<file path="src/hw/rffm_pkg.sv">
// How it works
// - A precise frequency failure on input ten sets bit 4 of its latch.
// - A guard soak timer failure on input ten sets bit 3 of its latch.
// - A coarse frequency failure on input ten sets bit 2 of its latch.
// - A single cycle failure on input ten sets bit 1 of its latch.
// - A signal absent condition on input ten sets bit 0 of its latch.
// - Gate bit 4 passes or blocks the input zero precise frequency failure.
// - Gate bit 3 passes or blocks the input zero guard soak failure.
// - Gate bit 2 passes or blocks the input zero coarse frequency failure.
// - Gate bit 1 passes or blocks the input zero single cycle failure.
// - A passed failure reaches ref0_isr_event only if input0_irq_gate.
// - The latch records every failure whatever the gate bits hold.
// - Gate bit 0 passes or blocks the input zero signal absent failure.
`default_nettype none
package rffm_pkg;
    // Printed offsets are register indexes; byte address is four times
    localparam int unsigned LATCH10_IDX = 32'h0000_0030;
    localparam int unsigned GATE0_IDX   = 32'h0000_0036;
    localparam logic [7:0]  LATCH10_ADDR = 8'(LATCH10_IDX * 4);
    localparam logic [7:0]  GATE0_ADDR   = 8'(GATE0_IDX * 4);

    // Field positions shared by latch and gate
    localparam int unsigned BIT_PRECISE = 4;
    localparam int unsigned BIT_GUARD   = 3;
    localparam int unsigned BIT_COARSE  = 2;
    localparam int unsigned BIT_SINGLE  = 1;
    localparam int unsigned BIT_ABSENT  = 0;
    localparam int unsigned MON_W       = 5;

    // Values after reset
    localparam logic [4:0] LATCH10_RESET = 5'h00;
    localparam logic [4:0] GATE0_RESET   = 5'h16;

    // Bus answers
    localparam logic [1:0] RESP_OKAY   = 2'h0;
    localparam logic [1:0] RESP_SLVERR = 2'h2;

    typedef struct packed {
        logic [4:0] fail10;
        logic [4:0] mask0;
        logic [4:0] gated;
        logic       isr_evt;
        logic       awready;
        logic       wready;
        logic       aw_full;
        logic       w_full;
        logic [1:0] wsel;
        logic [7:0] wdata;
        logic       wlane0;
        logic       bvalid;
        logic [1:0] bresp;
        logic       arready;
        logic       rvalid;
        logic [1:0] rresp;
        logic [7:0] rdata;
    } rffm_state_t;

    localparam rffm_state_t STATE_RESET = '{
        fail10: LATCH10_RESET, mask0: GATE0_RESET, gated: 5'h00,
        isr_evt: 1'b0, awready: 1'b1, wready: 1'b1, aw_full: 1'b0,
        w_full: 1'b0, wsel: 2'h0, wdata: 8'h00, wlane0: 1'b0,
        bvalid: 1'b0, bresp: 2'h0, arready: 1'b1, rvalid: 1'b0,
        rresp: 2'h0, rdata: 8'h00};
endpackage
`default_nettype wire

</file>
<file path="src/hw/rffm_top.sv">
// Design decision made here: the AXI4-Lite register port.
`default_nettype none
module rffm_top
    import rffm_pkg::*;
#(
    parameter int unsigned ADDR_W = 12
)(
    input  wire logic              ref_clk,
    input  wire logic              rst_n,
    input  wire logic [ADDR_W-1:0] s_axi_awaddr,
    input  wire logic              s_axi_awvalid,
    output logic                   s_axi_awready,
    input  wire logic [31:0]       s_axi_wdata,
    input  wire logic [3:0]        s_axi_wstrb,
    input  wire logic              s_axi_wvalid,
    output logic                   s_axi_wready,
    output logic [1:0]             s_axi_bresp,
    output logic                   s_axi_bvalid,
    input  wire logic              s_axi_bready,
    input  wire logic [ADDR_W-1:0] s_axi_araddr,
    input  wire logic              s_axi_arvalid,
    output logic                   s_axi_arready,
    output logic [31:0]            s_axi_rdata,
    output logic [1:0]             s_axi_rresp,
    output logic                   s_axi_rvalid,
    input  wire logic              s_axi_rready,
    input  wire logic [4:0]        ref10_fail_evt,
    input  wire logic [4:0]        ref0_fail_evt,
    input  wire logic              input0_irq_gate,
    output logic [4:0]             ref0_fail_gated,
    output logic                   ref0_isr_event
);

    // Refuse address widths with no bits above bit 7 for the decode to check
    if (ADDR_W < 9)
    begin : g_addr_check
        $error("ADDR_W must be at least 9");
    end

    rffm_state_t st_q;
    rffm_state_t st_d;
    logic        commit;
    logic        wr_latch;
    logic [4:0]  gated_now;

    // Decode a byte address into {gate hit, latch hit}
    function automatic logic [1:0] reg_decode(
        input logic [ADDR_W-1:0] addr
    );
        logic upper_zero;
        upper_zero = (addr[ADDR_W-1:8] == '0) && (addr[1:0] == 2'h0);
        reg_decode = {upper_zero && (addr[7:0] == GATE0_ADDR),
                      upper_zero && (addr[7:0] == LATCH10_ADDR)};
    endfunction

    // Write commits once both address and data are held
    assign commit    = st_q.aw_full && st_q.w_full && !st_q.bvalid;
    assign wr_latch  = commit && st_q.wsel[0] && st_q.wlane0;
    assign gated_now = ref0_fail_evt & st_q.mask0;

    // Next state of monitor paths and bus slave
    always_comb
    begin
        st_d = st_q;

        // Per-monitor gating toward the interrupt status path
        st_d.gated   = gated_now;
        st_d.isr_evt = (|gated_now) && input0_irq_gate;

        // Address and data channels are taken in either order
        if (s_axi_awvalid && st_q.awready)
        begin
            st_d.aw_full = 1'b1;
            st_d.wsel    = reg_decode(s_axi_awaddr);
        end
        if (s_axi_wvalid && st_q.wready)
        begin
            st_d.w_full = 1'b1;
            st_d.wdata  = s_axi_wdata[7:0];
            st_d.wlane0 = s_axi_wstrb[0];
        end

        // Zero written to a latch bit clears it; one leaves it
        if (wr_latch)
        begin
            st_d.fail10 = st_q.fail10 & st_q.wdata[4:0];
        end
        // New failures win over a clear in the same cycle
        st_d.fail10 |= ref10_fail_evt;

        // Gate register write and write answer
        if (commit)
        begin
            if (st_q.wsel[1] && st_q.wlane0)
            begin
                st_d.mask0 = st_q.wdata[4:0];
            end
            st_d.bvalid  = 1'b1;
            st_d.bresp   = (|st_q.wsel) ? RESP_OKAY : RESP_SLVERR;
            st_d.aw_full = 1'b0;
            st_d.w_full  = 1'b0;
        end
        if (st_q.bvalid && s_axi_bready)
        begin
            st_d.bvalid = 1'b0;
        end
        st_d.awready = !st_d.aw_full;
        st_d.wready  = !st_d.w_full;

        // Read channel: one read under way at a time
        if (s_axi_arvalid && st_q.arready)
        begin
            st_d.arready = 1'b0;
            st_d.rvalid  = 1'b1;
            unique case (reg_decode(s_axi_araddr))
                2'h1:
                begin
                    st_d.rdata = {3'h0, st_q.fail10};
                    st_d.rresp = RESP_OKAY;
                end
                2'h2:
                begin
                    st_d.rdata = {3'h0, st_q.mask0};
                    st_d.rresp = RESP_OKAY;
                end
                default:
                begin
                    st_d.rdata = 8'h00;
                    st_d.rresp = RESP_SLVERR;
                end
            endcase
        end
        if (st_q.rvalid && s_axi_rready)
        begin
            st_d.rvalid  = 1'b0;
            st_d.arready = 1'b1;
        end
    end

    // State register
    always_ff @(posedge ref_clk or negedge rst_n)
    begin
        if (!rst_n)
        begin
            st_q <= STATE_RESET;
        end
        else
        begin
            st_q <= st_d;
        end
    end

    // Outputs straight from the state register
    assign s_axi_awready   = st_q.awready;
    assign s_axi_wready    = st_q.wready;
    assign s_axi_bvalid    = st_q.bvalid;
    assign s_axi_bresp     = st_q.bresp;
    assign s_axi_arready   = st_q.arready;
    assign s_axi_rvalid    = st_q.rvalid;
    assign s_axi_rresp     = st_q.rresp;
    assign s_axi_rdata     = {24'h00_0000, st_q.rdata};
    assign ref0_fail_gated = st_q.gated;
    assign ref0_isr_event  = st_q.isr_evt;
endmodule // rffm_top
`default_nettype wire

</file>
<file path="config.mk">
export PLATFORM = sky130hd
export DESIGN_NAME = rffm_top
export DESIGN_NICKNAME = d
export VERILOG_FILES = /design/src/hw/rffm_pkg.sv /design/src/hw/rffm_top.sv
export SDC_FILE = /design/constraint.sdc
export NUM_CORES = 1
export LEC_CHECK = 0
export ABC_CLOCK_PERIOD_IN_PS = 2000
export BUFFER_PORTS_ARGS = -buffer_cell sky130_fd_sc_hd__buf_2
export CAP_MARGIN = 40
export CORE_MARGIN = 2
export CORE_UTILIZATION = 45
export DETAILED_ROUTE_END_ITERATION = 8
export PLACE_DENSITY_LB_ADDON = 0.3
export SLEW_MARGIN = 20
export SYNTH_ARGS = -nofsm -noshare
export SYNTH_HDL_FRONTEND = slang
export SYNTH_SLANG_ARGS = --single-unit
export TNS_END_PERCENT = 5
</file>
<file path="constraint.sdc">
create_clock -name ref_clk -period 2 [get_ports ref_clk]
set_input_delay 0.1 -clock ref_clk [delete_from_list [all_inputs] [get_ports ref_clk]]
set_output_delay 0.1 -clock ref_clk [all_outputs]
set_load 0.02 [all_outputs]
</file>
==> results.toml, run 1 <==
[global_routing]
grt_max_degree = 39
track_usage_pct = 14.77
grt_pass1_wl_mm = 4.899
grt-ovfl-total = 0
grt_pass1_vias = 1142
antenna_found_initial = 0

[worst_setup_path]
max_stage_delay_ns = 0.34
cp-start-kind = "input port"
slowest_stage = "or2_2"
cp.arrival_ns = 1.78
r2r_start = "s_axi_bvalid"
crit_top_cell = "or2_2"
critPathLaunch = "s_axi_araddr[1]"
end_kind = "flip-flop"
path_max_fanout = 5
worstPathCellList = "buf_2 -> nor4_1 -> nand4_1 -> or2_2 -> ha_1 -> or2_2 -> o21ai_0"
worstSetupPathType = "input port to flip-flop"
cp.required_ns = 2.21

[clocking]
cts_made_buffers = 5
cts.sinks = 38
clock_path_buffers = 2
clk_latency_ns = 0.29
path_clk_slew_ns = 0.07
cts_max_level = 2
root_buffer = "clkbuf_8"
cts_setup_buffers = 0
cts_tree = "yes"

[logic_synthesis]
syn_area_sq_um = 1869
synth_top_area_share_pct = 42.84
ys.warnings.count = 0
yosysUniqueCellTypes = 28
synthCells = 167
ys_seq_area_share_pct = 51.27
synth_edf_count = 0
synth.top_cells.by_area = "dfrtp_1, buf_4, dfstp_2"
synth_top_flop_cell = "dfrtp_1"
synthArstFlopShare_pct = 100.0
avgSynthCellArea_sq_um = 11.19
synthTopCellsByCount = "buf_4, dfrtp_1, nand2_1"
synth_area_leader_cell = "dfrtp_1"
synth.ff_latch_count = 38
yosysMostFrequentCell = "buf_4"

[run]
maxCapViolCount = 0

[finish]
finalNetCount = 313
drive_above_1_share_pct = 39.74
final_util_pct = 55.80
n_antenna_cell = 0
fin_cells = 284
synthToLayoutAreaGrowth_pct = 19.41

[pwr]
finalPower_uw = 2002
vdd_drop_max_uv = 777.3
internal-power_uw = 1404
power_frac_clock_pct = 26.3
combPwrFrac_pct = 23.1
p_sw_uw = 598.5
power_leakage_uw = 0.001114
powerDensity_nw_per_um2 = 897.1
p_sw_share_pct = 29.89
p_seq_share_pct = 50.6

[timing]
max_freq_mhz = 636.1
finalHoldViolCount = 0
tns_ns = 0
layout_setup_ws_ns = 0.4280
period_share_pct = 78.60
finalSetupViolations = 0
fin_crit_ns = 1.572
grt_setup_unrepaired = "false"
finClkSkew_ns = 0.009376
final_max_slew_viol_count = 0

[run_status]
status = "finished clean"

[hold_path]
hp-start = "ref10_fail_evt[3]"
worstHoldPathType = "input port to flip-flop"

[die]
ios = 125
fp.coreArea_sq_um = 4000
die-area_sq_um = 4685
start_util_pct = 46.73
die_w_microns = 68.45
placementRows = 23
dieHeight_microns = 68.45

[drt]
drt-initial-drc-count = 37
detail_route.wl_per_cell_microns = 11.02
drc = 0
viasPerCell = 4.458
vias = 1266
first_pass_iters = 4
wl_mm = 3.131
drtAntennaViolNets = 0

[placed_design]
hpwl_mm = 2.432
io_buffers = 65
dp_cells = 267
gp_congestion = 0.7294
dpl_worst_slack_ns = 0.09833
[per-stage QoR]
| stage | area [sq um] | hold WS [ns] |
|---|---|---|
| finish | 2232 | 0.007246 |
| global route | 2232 | 0.004356 |
| CTS | 2202 | 0.0009802 |
| detailed placement | 2042 | 0.2457 |
| global placement | 2042 | 0.2426 |
| floorplan | 1974 | -0.1956 |
[kinds of logic after synthesis]
kind of cell    Yosys count  share of synthesized area [%]
flops                    38                          51.27
buf+inv                  48                          18.34
other cells               1                         0.2006
simple gates             42                          11.98
compound gates           23                          8.099
mux                      13                          8.769
fa+ha+maj                 2                          1.338
[final timing paths]
path	endpoint	slack, ns	cells after the start
setup / recovery	s_axi_rdata[2]	0.43	7
hold / removal	st_q[44]	0.007	2
setup reg to reg	st_q[39]	0.64	3
hold reg to reg	s_axi_wready	0.47	1
max in group asynchronous	st_q[37]	1.29	3
min in group asynchronous	st_q[19]	0.22	2
[cell type report]
cell class / count / area, sq um
multi-input combinational: 109 / 673.1
timing repair buffer: 75 / 432.9
sequential: 38 / 958.4
clock buffer: 8 / 90.09
fill: 375 / 1768
inverter: 4 / 15.01
tap: 50 / 62.56
[power by group through the flow]
stage	clock network [uW]	logic (uW)	registers [uW]
after floorplan	0	324	1050
after global placement	0	446	1020
after detailed placement	0	454	1030
after CTS	543	465	1010
after global routing	582	518	1040
final	526	463	1010
[cells in the final DEF, fill, tap and decap left out]
| master | Yosys | layout |
|---|---|---|
| buf_4 | 41 | 1 |
| dfstp_2 | 6 | 6 |
| conb_1 | 1 | 29 |
| nand2_1 | 15 | 15 |
| inv_1 | 4 | 4 |
| ha_1 | 2 | 2 |
| nand2b_1 | 5 | 5 |
| and2_1 | 7 | 7 |
| o21ai_0 | 10 | 10 |
| or3_1 | 1 | 1 |
| buf_12 | 0 | 1 |
| nor3_1 | 1 | 1 |
| o41a_1 | 1 | 1 |
| nand4_1 | 2 | 2 |
| mux2i_1 | 1 | 1 |
| dlygate4sd3_1 | 0 | 8 |
| nor2_1 | 2 | 2 |
| nor4_1 | 3 | 3 |
| a22oi_1 | 5 | 5 |
| nand3b_1 | 1 | 1 |
| nor4bb_1 | 1 | 1 |
| or2_2 | 2 | 2 |
| clkbuf_1 | 1 | 2 |
| buf_2 | 1 | 65 |
| o31ai_1 | 7 | 7 |
| mux2_4 | 5 | 5 |
| clkbuf_8 | 0 | 6 |
| dfrtp_1 | 32 | 32 |
| or2_1 | 2 | 2 |
| mux2_2 | 7 | 7 |
[metal layers]
layer	vias to the layer above	global-route usage, %	part of all wire (%)
met5	-	0	0
met4	0	7.500	1.8
met3	6	4.770	9.7
li1	626	-	-
met1	568	17.80	44
met2	66	23.56	45
[state kept, by name, summed over array words and instances (netlist names)]
register	flops
ref0_fail_gated	5
ref0_isr_event	1
s_axi_arready	1
s_axi_awready	1
s_axi_bresp	1
s_axi_bvalid	1
s_axi_rdata	5
s_axi_rresp	1
s_axi_rvalid	1
s_axi_wready	1
st_q	20
[timing repair]
item,in CTS,in global routing
setup endpoints to repair,0,0
hold buffers,7,1
resized for setup,0,0
endpoints found under the hold margin,38,1
[worst max-delay path: cells and delay by family]
family	cells	cell delay, ns
AND/OR/NAND/NOR	4	1.13
buffers and inverters	1	0.10
AO/OA/AOI/OAI	1	0.18
adder cells (fa/ha/maj)	1	0.28
Power figures use the tool's default switching activity.
==> inputs of run 2 (changes only) <==
--- a/config.mk
+++ b/config.mk
@@ -5,11 +5,11 @@
 export SDC_FILE = /design/constraint.sdc
 export NUM_CORES = 1
 export LEC_CHECK = 0
-export ABC_CLOCK_PERIOD_IN_PS = 2000
+export ABC_CLOCK_PERIOD_IN_PS = 1600
 export BUFFER_PORTS_ARGS = -buffer_cell sky130_fd_sc_hd__buf_2
 export CAP_MARGIN = 40
 export CORE_MARGIN = 2
-export CORE_UTILIZATION = 45
+export CORE_UTILIZATION = 42
 export DETAILED_ROUTE_END_ITERATION = 8
 export PLACE_DENSITY_LB_ADDON = 0.3
 export SLEW_MARGIN = 20
==> constraint.sdc (replaced) <==
create_clock -name ref_clk -period 1.6 [get_ports ref_clk]
set_input_delay 0.08 -clock ref_clk [delete_from_list [all_inputs] [get_ports ref_clk]]
set_output_delay 0.08 -clock ref_clk [all_outputs]
set_load 0.02 [all_outputs]
==> results.toml, run 2 (synthesized netlist as in run 1, its figures left out) <==
[timing]
fin_crit_ns = 1.551
grt_setup_unrepaired = "true"
finalHoldViolCount = 0
layout_setup_ws_ns = 0.04936
tns_ns = 0
max_freq_mhz = 644.9
period_share_pct = 96.91
finalSetupViolations = 0
finClkSkew_ns = 0.004299
final_max_slew_viol_count = 0

[die]
dieHeight_microns = 70.72
die-area_sq_um = 5001
start_util_pct = 43.23
ios = 125
fp.coreArea_sq_um = 4324
placementRows = 24
die_w_microns = 70.72

[finish]
fin_cells = 288
synthToLayoutAreaGrowth_pct = 20.82
finalInstanceArea_sq_um = 2258
final_common_cell = "buf_2"
largest_register_ffs = 20
final_util_pct = 52.23
n_antenna_cell = 0
finalNetCount = 317
drive_above_1_share_pct = 40.25
regMostFlops = "st_q"
final_cell_mix = "buf_2, dfrtp_1, conb_1"

[pwr]
p_sw_share_pct = 29.70
power_leakage_uw = 0.001123
combPwrFrac_pct = 23.7
power_frac_clock_pct = 25.0
powerDensity_nw_per_um2 = 1095
p_sw_uw = 734.1
vdd_drop_max_uv = 675.2
p_seq_share_pct = 51.3
internal-power_uw = 1738

[global_routing]
track_usage_pct = 14.48
antenna_found_initial = 0
grt_pass1_vias = 1326
grt_pass1_wl_mm = 5.768
grt-ovfl-total = 0
grt_max_degree = 39

[placed_design]
dpl_worst_slack_ns = -0.2171
dp_cells = 271
placed_area_sq_um = 2059
gp_congestion = 0.7010
io_buffers = 65
hpwl_mm = 2.537

[drt]
wl_mm = 3.325
viasPerCell = 4.469
drtAntennaViolNets = 0
drt-initial-drc-count = 70
first_pass_iters = 4
vias = 1287
detail_route.wl_per_cell_microns = 11.55
drc = 0

[clocking]
cts_made_buffers = 5
clk_latency_ns = 0.28
cts_max_level = 2
cts_setup_buffers = 0
cts.sinks = 38
path_clk_slew_ns = 0.06
clock_path_buffers = 2
cts_tree = "yes"
root_buffer = "clkbuf_8"

[worst_setup_path]
worstSetupPathType = "input port to flip-flop"
cp-start-kind = "input port"
end_kind = "flip-flop"
cp.arrival_ns = 1.75
path_max_fanout = 5
cp.required_ns = 1.80

[run_status]
status = "finished clean"

[run]
maxCapViolCount = 0

[hold_path]
worstHoldPathType = "input port to flip-flop"
-- run 2: stage by stage --
step | hold WS, ns | total power, uW
after floorplan | -0.2156 | 1722
after global placement | 0.1541 | 1845
after detailed placement | 0.1550 | 1857
after CTS | 0.01615 | 2512
after global routing | 0.01879 | 2640
final | 0.02882 | 2472
-- run 2: power groups by stage --
stage               logic [uW]  registers, uW  clock network [uW]
floorplan                  405           1320                   0
detailed placement         571           1290                   0
global placement           564           1280                   0
finish                     586           1270                 618
CTS                        592           1270                 649
global route               651           1300                 692
-- run 2: final timing paths --
| kind | slack, ns | from | endpoint | cells past startpoint |
|---|---|---|---|---|
| min in group asynchronous | 0.36 | rst_n | st_q[26] | 3 |
| setup / recovery | 0.05 | s_axi_araddr[1] | s_axi_rdata[1] | 7 |
| setup reg to reg | 0.21 | s_axi_bvalid | st_q[36] | 3 |
| max in group asynchronous | 0.87 | rst_n | st_q[38] | 3 |
| hold reg to reg | 0.47 | st_q[27] | s_axi_awready | 1 |
| hold / removal | 0.03 | s_axi_wdata[1] | st_q[17] | 2 |
-- run 2: critical path: stages --
cell and delay (ns):
buf_2 0.09, nor4_1 0.31, nand4_1 0.16, or2_2 0.32, ha_1 0.28, or2_2 0.34
o21ai_0 0.16
-- run 2: per-layer routing --
| metal | GRT usage [%] | vias up | wire length [microns] |
|---|---|---|---|
| li1 | - | 634 | - |
| met1 | 16.19 | 580 | 1304 |
| met2 | 25.86 | 67 | 1652 |
| met3 | 5.128 | 6 | 334 |
| met4 | 4.403 | 0 | 34 |
| met5 | 0 | - | 0 |
-- run 2: area by class of cell --
class	count	area [sq um]
fillers	400	2066
flip-flops and latches	38	958.4
multi-input cells	109	679.4
repair buffers	79	457.9
clock buffers	6	82.58
well taps	52	65.06
inverters	4	15.01
-- run 2: what timing repair did --
item | 4_1_cts | 5_1_grt
hold buffers | 11 | 0
hold endpoints to repair | 41 | 0
endpoints found under the setup margin | 0 | 5
resized for setup | 0 | 3
==> inputs of run 3 (changes only) <==
--- a/config.mk
+++ b/config.mk
@@ -12,6 +12,7 @@
 export CORE_UTILIZATION = 42
 export DETAILED_ROUTE_END_ITERATION = 8
 export PLACE_DENSITY_LB_ADDON = 0.3
+export REMOVE_ABC_BUFFERS = 1
 export SLEW_MARGIN = 20
 export SYNTH_ARGS = -nofsm -noshare
 export SYNTH_HDL_FRONTEND = slang
==> results.toml, run 3 (synthesized netlist as in run 1, its figures left out) <==
[global_routing]
grt-ovfl-total = 0
grt_pass1_vias = 1279
grt_pass1_wl_mm = 5.526
grt_max_degree = 39
track_usage_pct = 14.50
antenna_found_initial = 0

[finish]
regMostFlops = "st_q"
n_antenna_cell = 0
drive_above_1_share_pct = 41.00
final_common_cell = "buf_2"
ff_latch_area_sq_um = 958.4
fillCellCount = 416
synthToLayoutAreaGrowth_pct = 22.69
final_util_pct = 53.04
multiInputGateArea_sq_um = 679.4
final_cell_mix = "buf_2, dfrtp_1, conb_1"
largest_register_ffs = 20
finalNetCount = 318

[timing]
finalSetupViolations = 0
grt_setup_unrepaired = "false"
finClkSkew_ns = 0.005938
tns_ns = 0
layout_setup_ws_ns = 0.09779
whs_ns = 0.01902
final_max_slew_viol_count = 0
max_freq_mhz = 665.7
finalHoldViolCount = 0
fin_crit_ns = 1.502
period_share_pct = 93.89

[drt]
wl_mm = 3.354
first_pass_iters = 4
drt-initial-drc-count = 59
drc = 0
viasPerCell = 4.485
detail_route.wl_per_cell_microns = 11.53
drtAntennaViolNets = 0
vias = 1305

[clocking]
clk_latency_ns = 0.29
cts_setup_buffers = 0
clock_path_buffers = 2
cts.sinks = 38
cts_tree = "yes"
root_buffer = "clkbuf_8"
path_clk_slew_ns = 0.07
cts_made_buffers = 5
cts_max_level = 2

[die]
die_w_microns = 70.72
die-area_sq_um = 5001
start_util_pct = 43.23
placementRows = 24
ios = 125
fp.coreArea_sq_um = 4324
dieHeight_microns = 70.72

[worst_setup_path]
rrSetupSlack_ns = 0.22
end_kind = "flip-flop"
max_stage_delay_ns = 0.34
r2r_end = "st_q[39]"
cp.required_ns = 1.81
r2r_start = "s_axi_bvalid"
slowest_stage = "or2_2"
worstPathCellList = "buf_2 -> nor4_2 -> nand4_1 -> or2_2 -> ha_1 -> or2_2 -> o21ai_0"
path_max_fanout = 5
worstSetupPathType = "input port to flip-flop"
cp-start-kind = "input port"
crit_top_cell = "or2_2"
reg2reg_depth = 3
cp.arrival_ns = 1.71

[hold_path]
hp-start = "s_axi_wdata[3]"
hold-path-cell-count = 2
holdPathEnd = "st_q[19]"
worstHoldPathType = "input port to flip-flop"

[placed_design]
dpl_worst_slack_ns = -0.2008
gp_congestion = 0.7261
io_buffers = 65
hpwl_mm = 2.544

[pwr]
vdd_drop_max_uv = 791.7
powerDensity_nw_per_um2 = 1138
finalPower_uw = 2611
power_leakage_uw = 0.001143

[run_status]
status = "finished clean"

[run]
maxCapViolCount = 0
[run 3: cell types whose count changed in the layout (fill, tap and decap cells not counted), sizes merged]
| cell | delta |
|---|---|
| clkbuf | +2 |
| buf | +1 |
[run 3: worst max path at each step]
stage / from / to / slack, ns
floorplan: s_axi_araddr[1] / s_axi_rdata[0] / -0.009
global placement: s_axi_araddr[1] / s_axi_rdata[2] / -0.13
detailed placement: s_axi_araddr[9] / s_axi_rdata[0] / -0.20
CTS: s_axi_araddr[9] / s_axi_rdata[0] / 0.1
global route: s_axi_araddr[9] / s_axi_rdata[4] / 0.004
finish: s_axi_araddr[9] / s_axi_rdata[0] / 0.1
[run 3: critical path: cells and delay by family]
kind / cells / cell delay [ns]
compound gates: 1 / 0.17
simple gates: 4 / 1.07
fa+ha+maj: 1 / 0.29
buf+inv: 1 / 0.10
[run 3: layer usage]
metal | vias up | routed length, microns | track usage [%]
met1 | 594 | 1358 | 16.62
li1 | 635 | - | -
met2 | 74 | 1581 | 23.36
met3 | 2 | 394 | 7.550
met4 | 0 | 20 | 5.031
met5 | - | 0 | 0
[run 3: final cells by class]
cell class | count | share of cell area, %
sequential | 38 | 41.79
timing repair buffer | 80 | 20.29
inverter | 4 | 0.6547
clock buffer | 8 | 4.801
tap | 52 | 2.837
multi-input combinational | 109 | 29.62
[run 3: per-stage QoR]
| stage | cells | instance area [sq um] |
|---|---|---|
| after floorplan | 151 | 1647 |
| after global placement | 272 | 2067 |
| after detailed placement | 272 | 2067 |
| after CTS | 291 | 2287 |
| after global routing | 291 | 2293 |
| final | 291 | 2293 |
[run 3: what timing repair did]
action / in CTS / in global routing
endpoints found under the hold margin: 41 / 0
endpoints found under the setup margin: 0 / 3
gates resized for setup: 0 / 1
hold buffers: 11 / 0
[run 3: power breakdown]
part | internal (uW) | switching (uW)
clock network | 435 | 312
registers | 1160 | 108
logic | 252 | 349
total | 1840 | 768
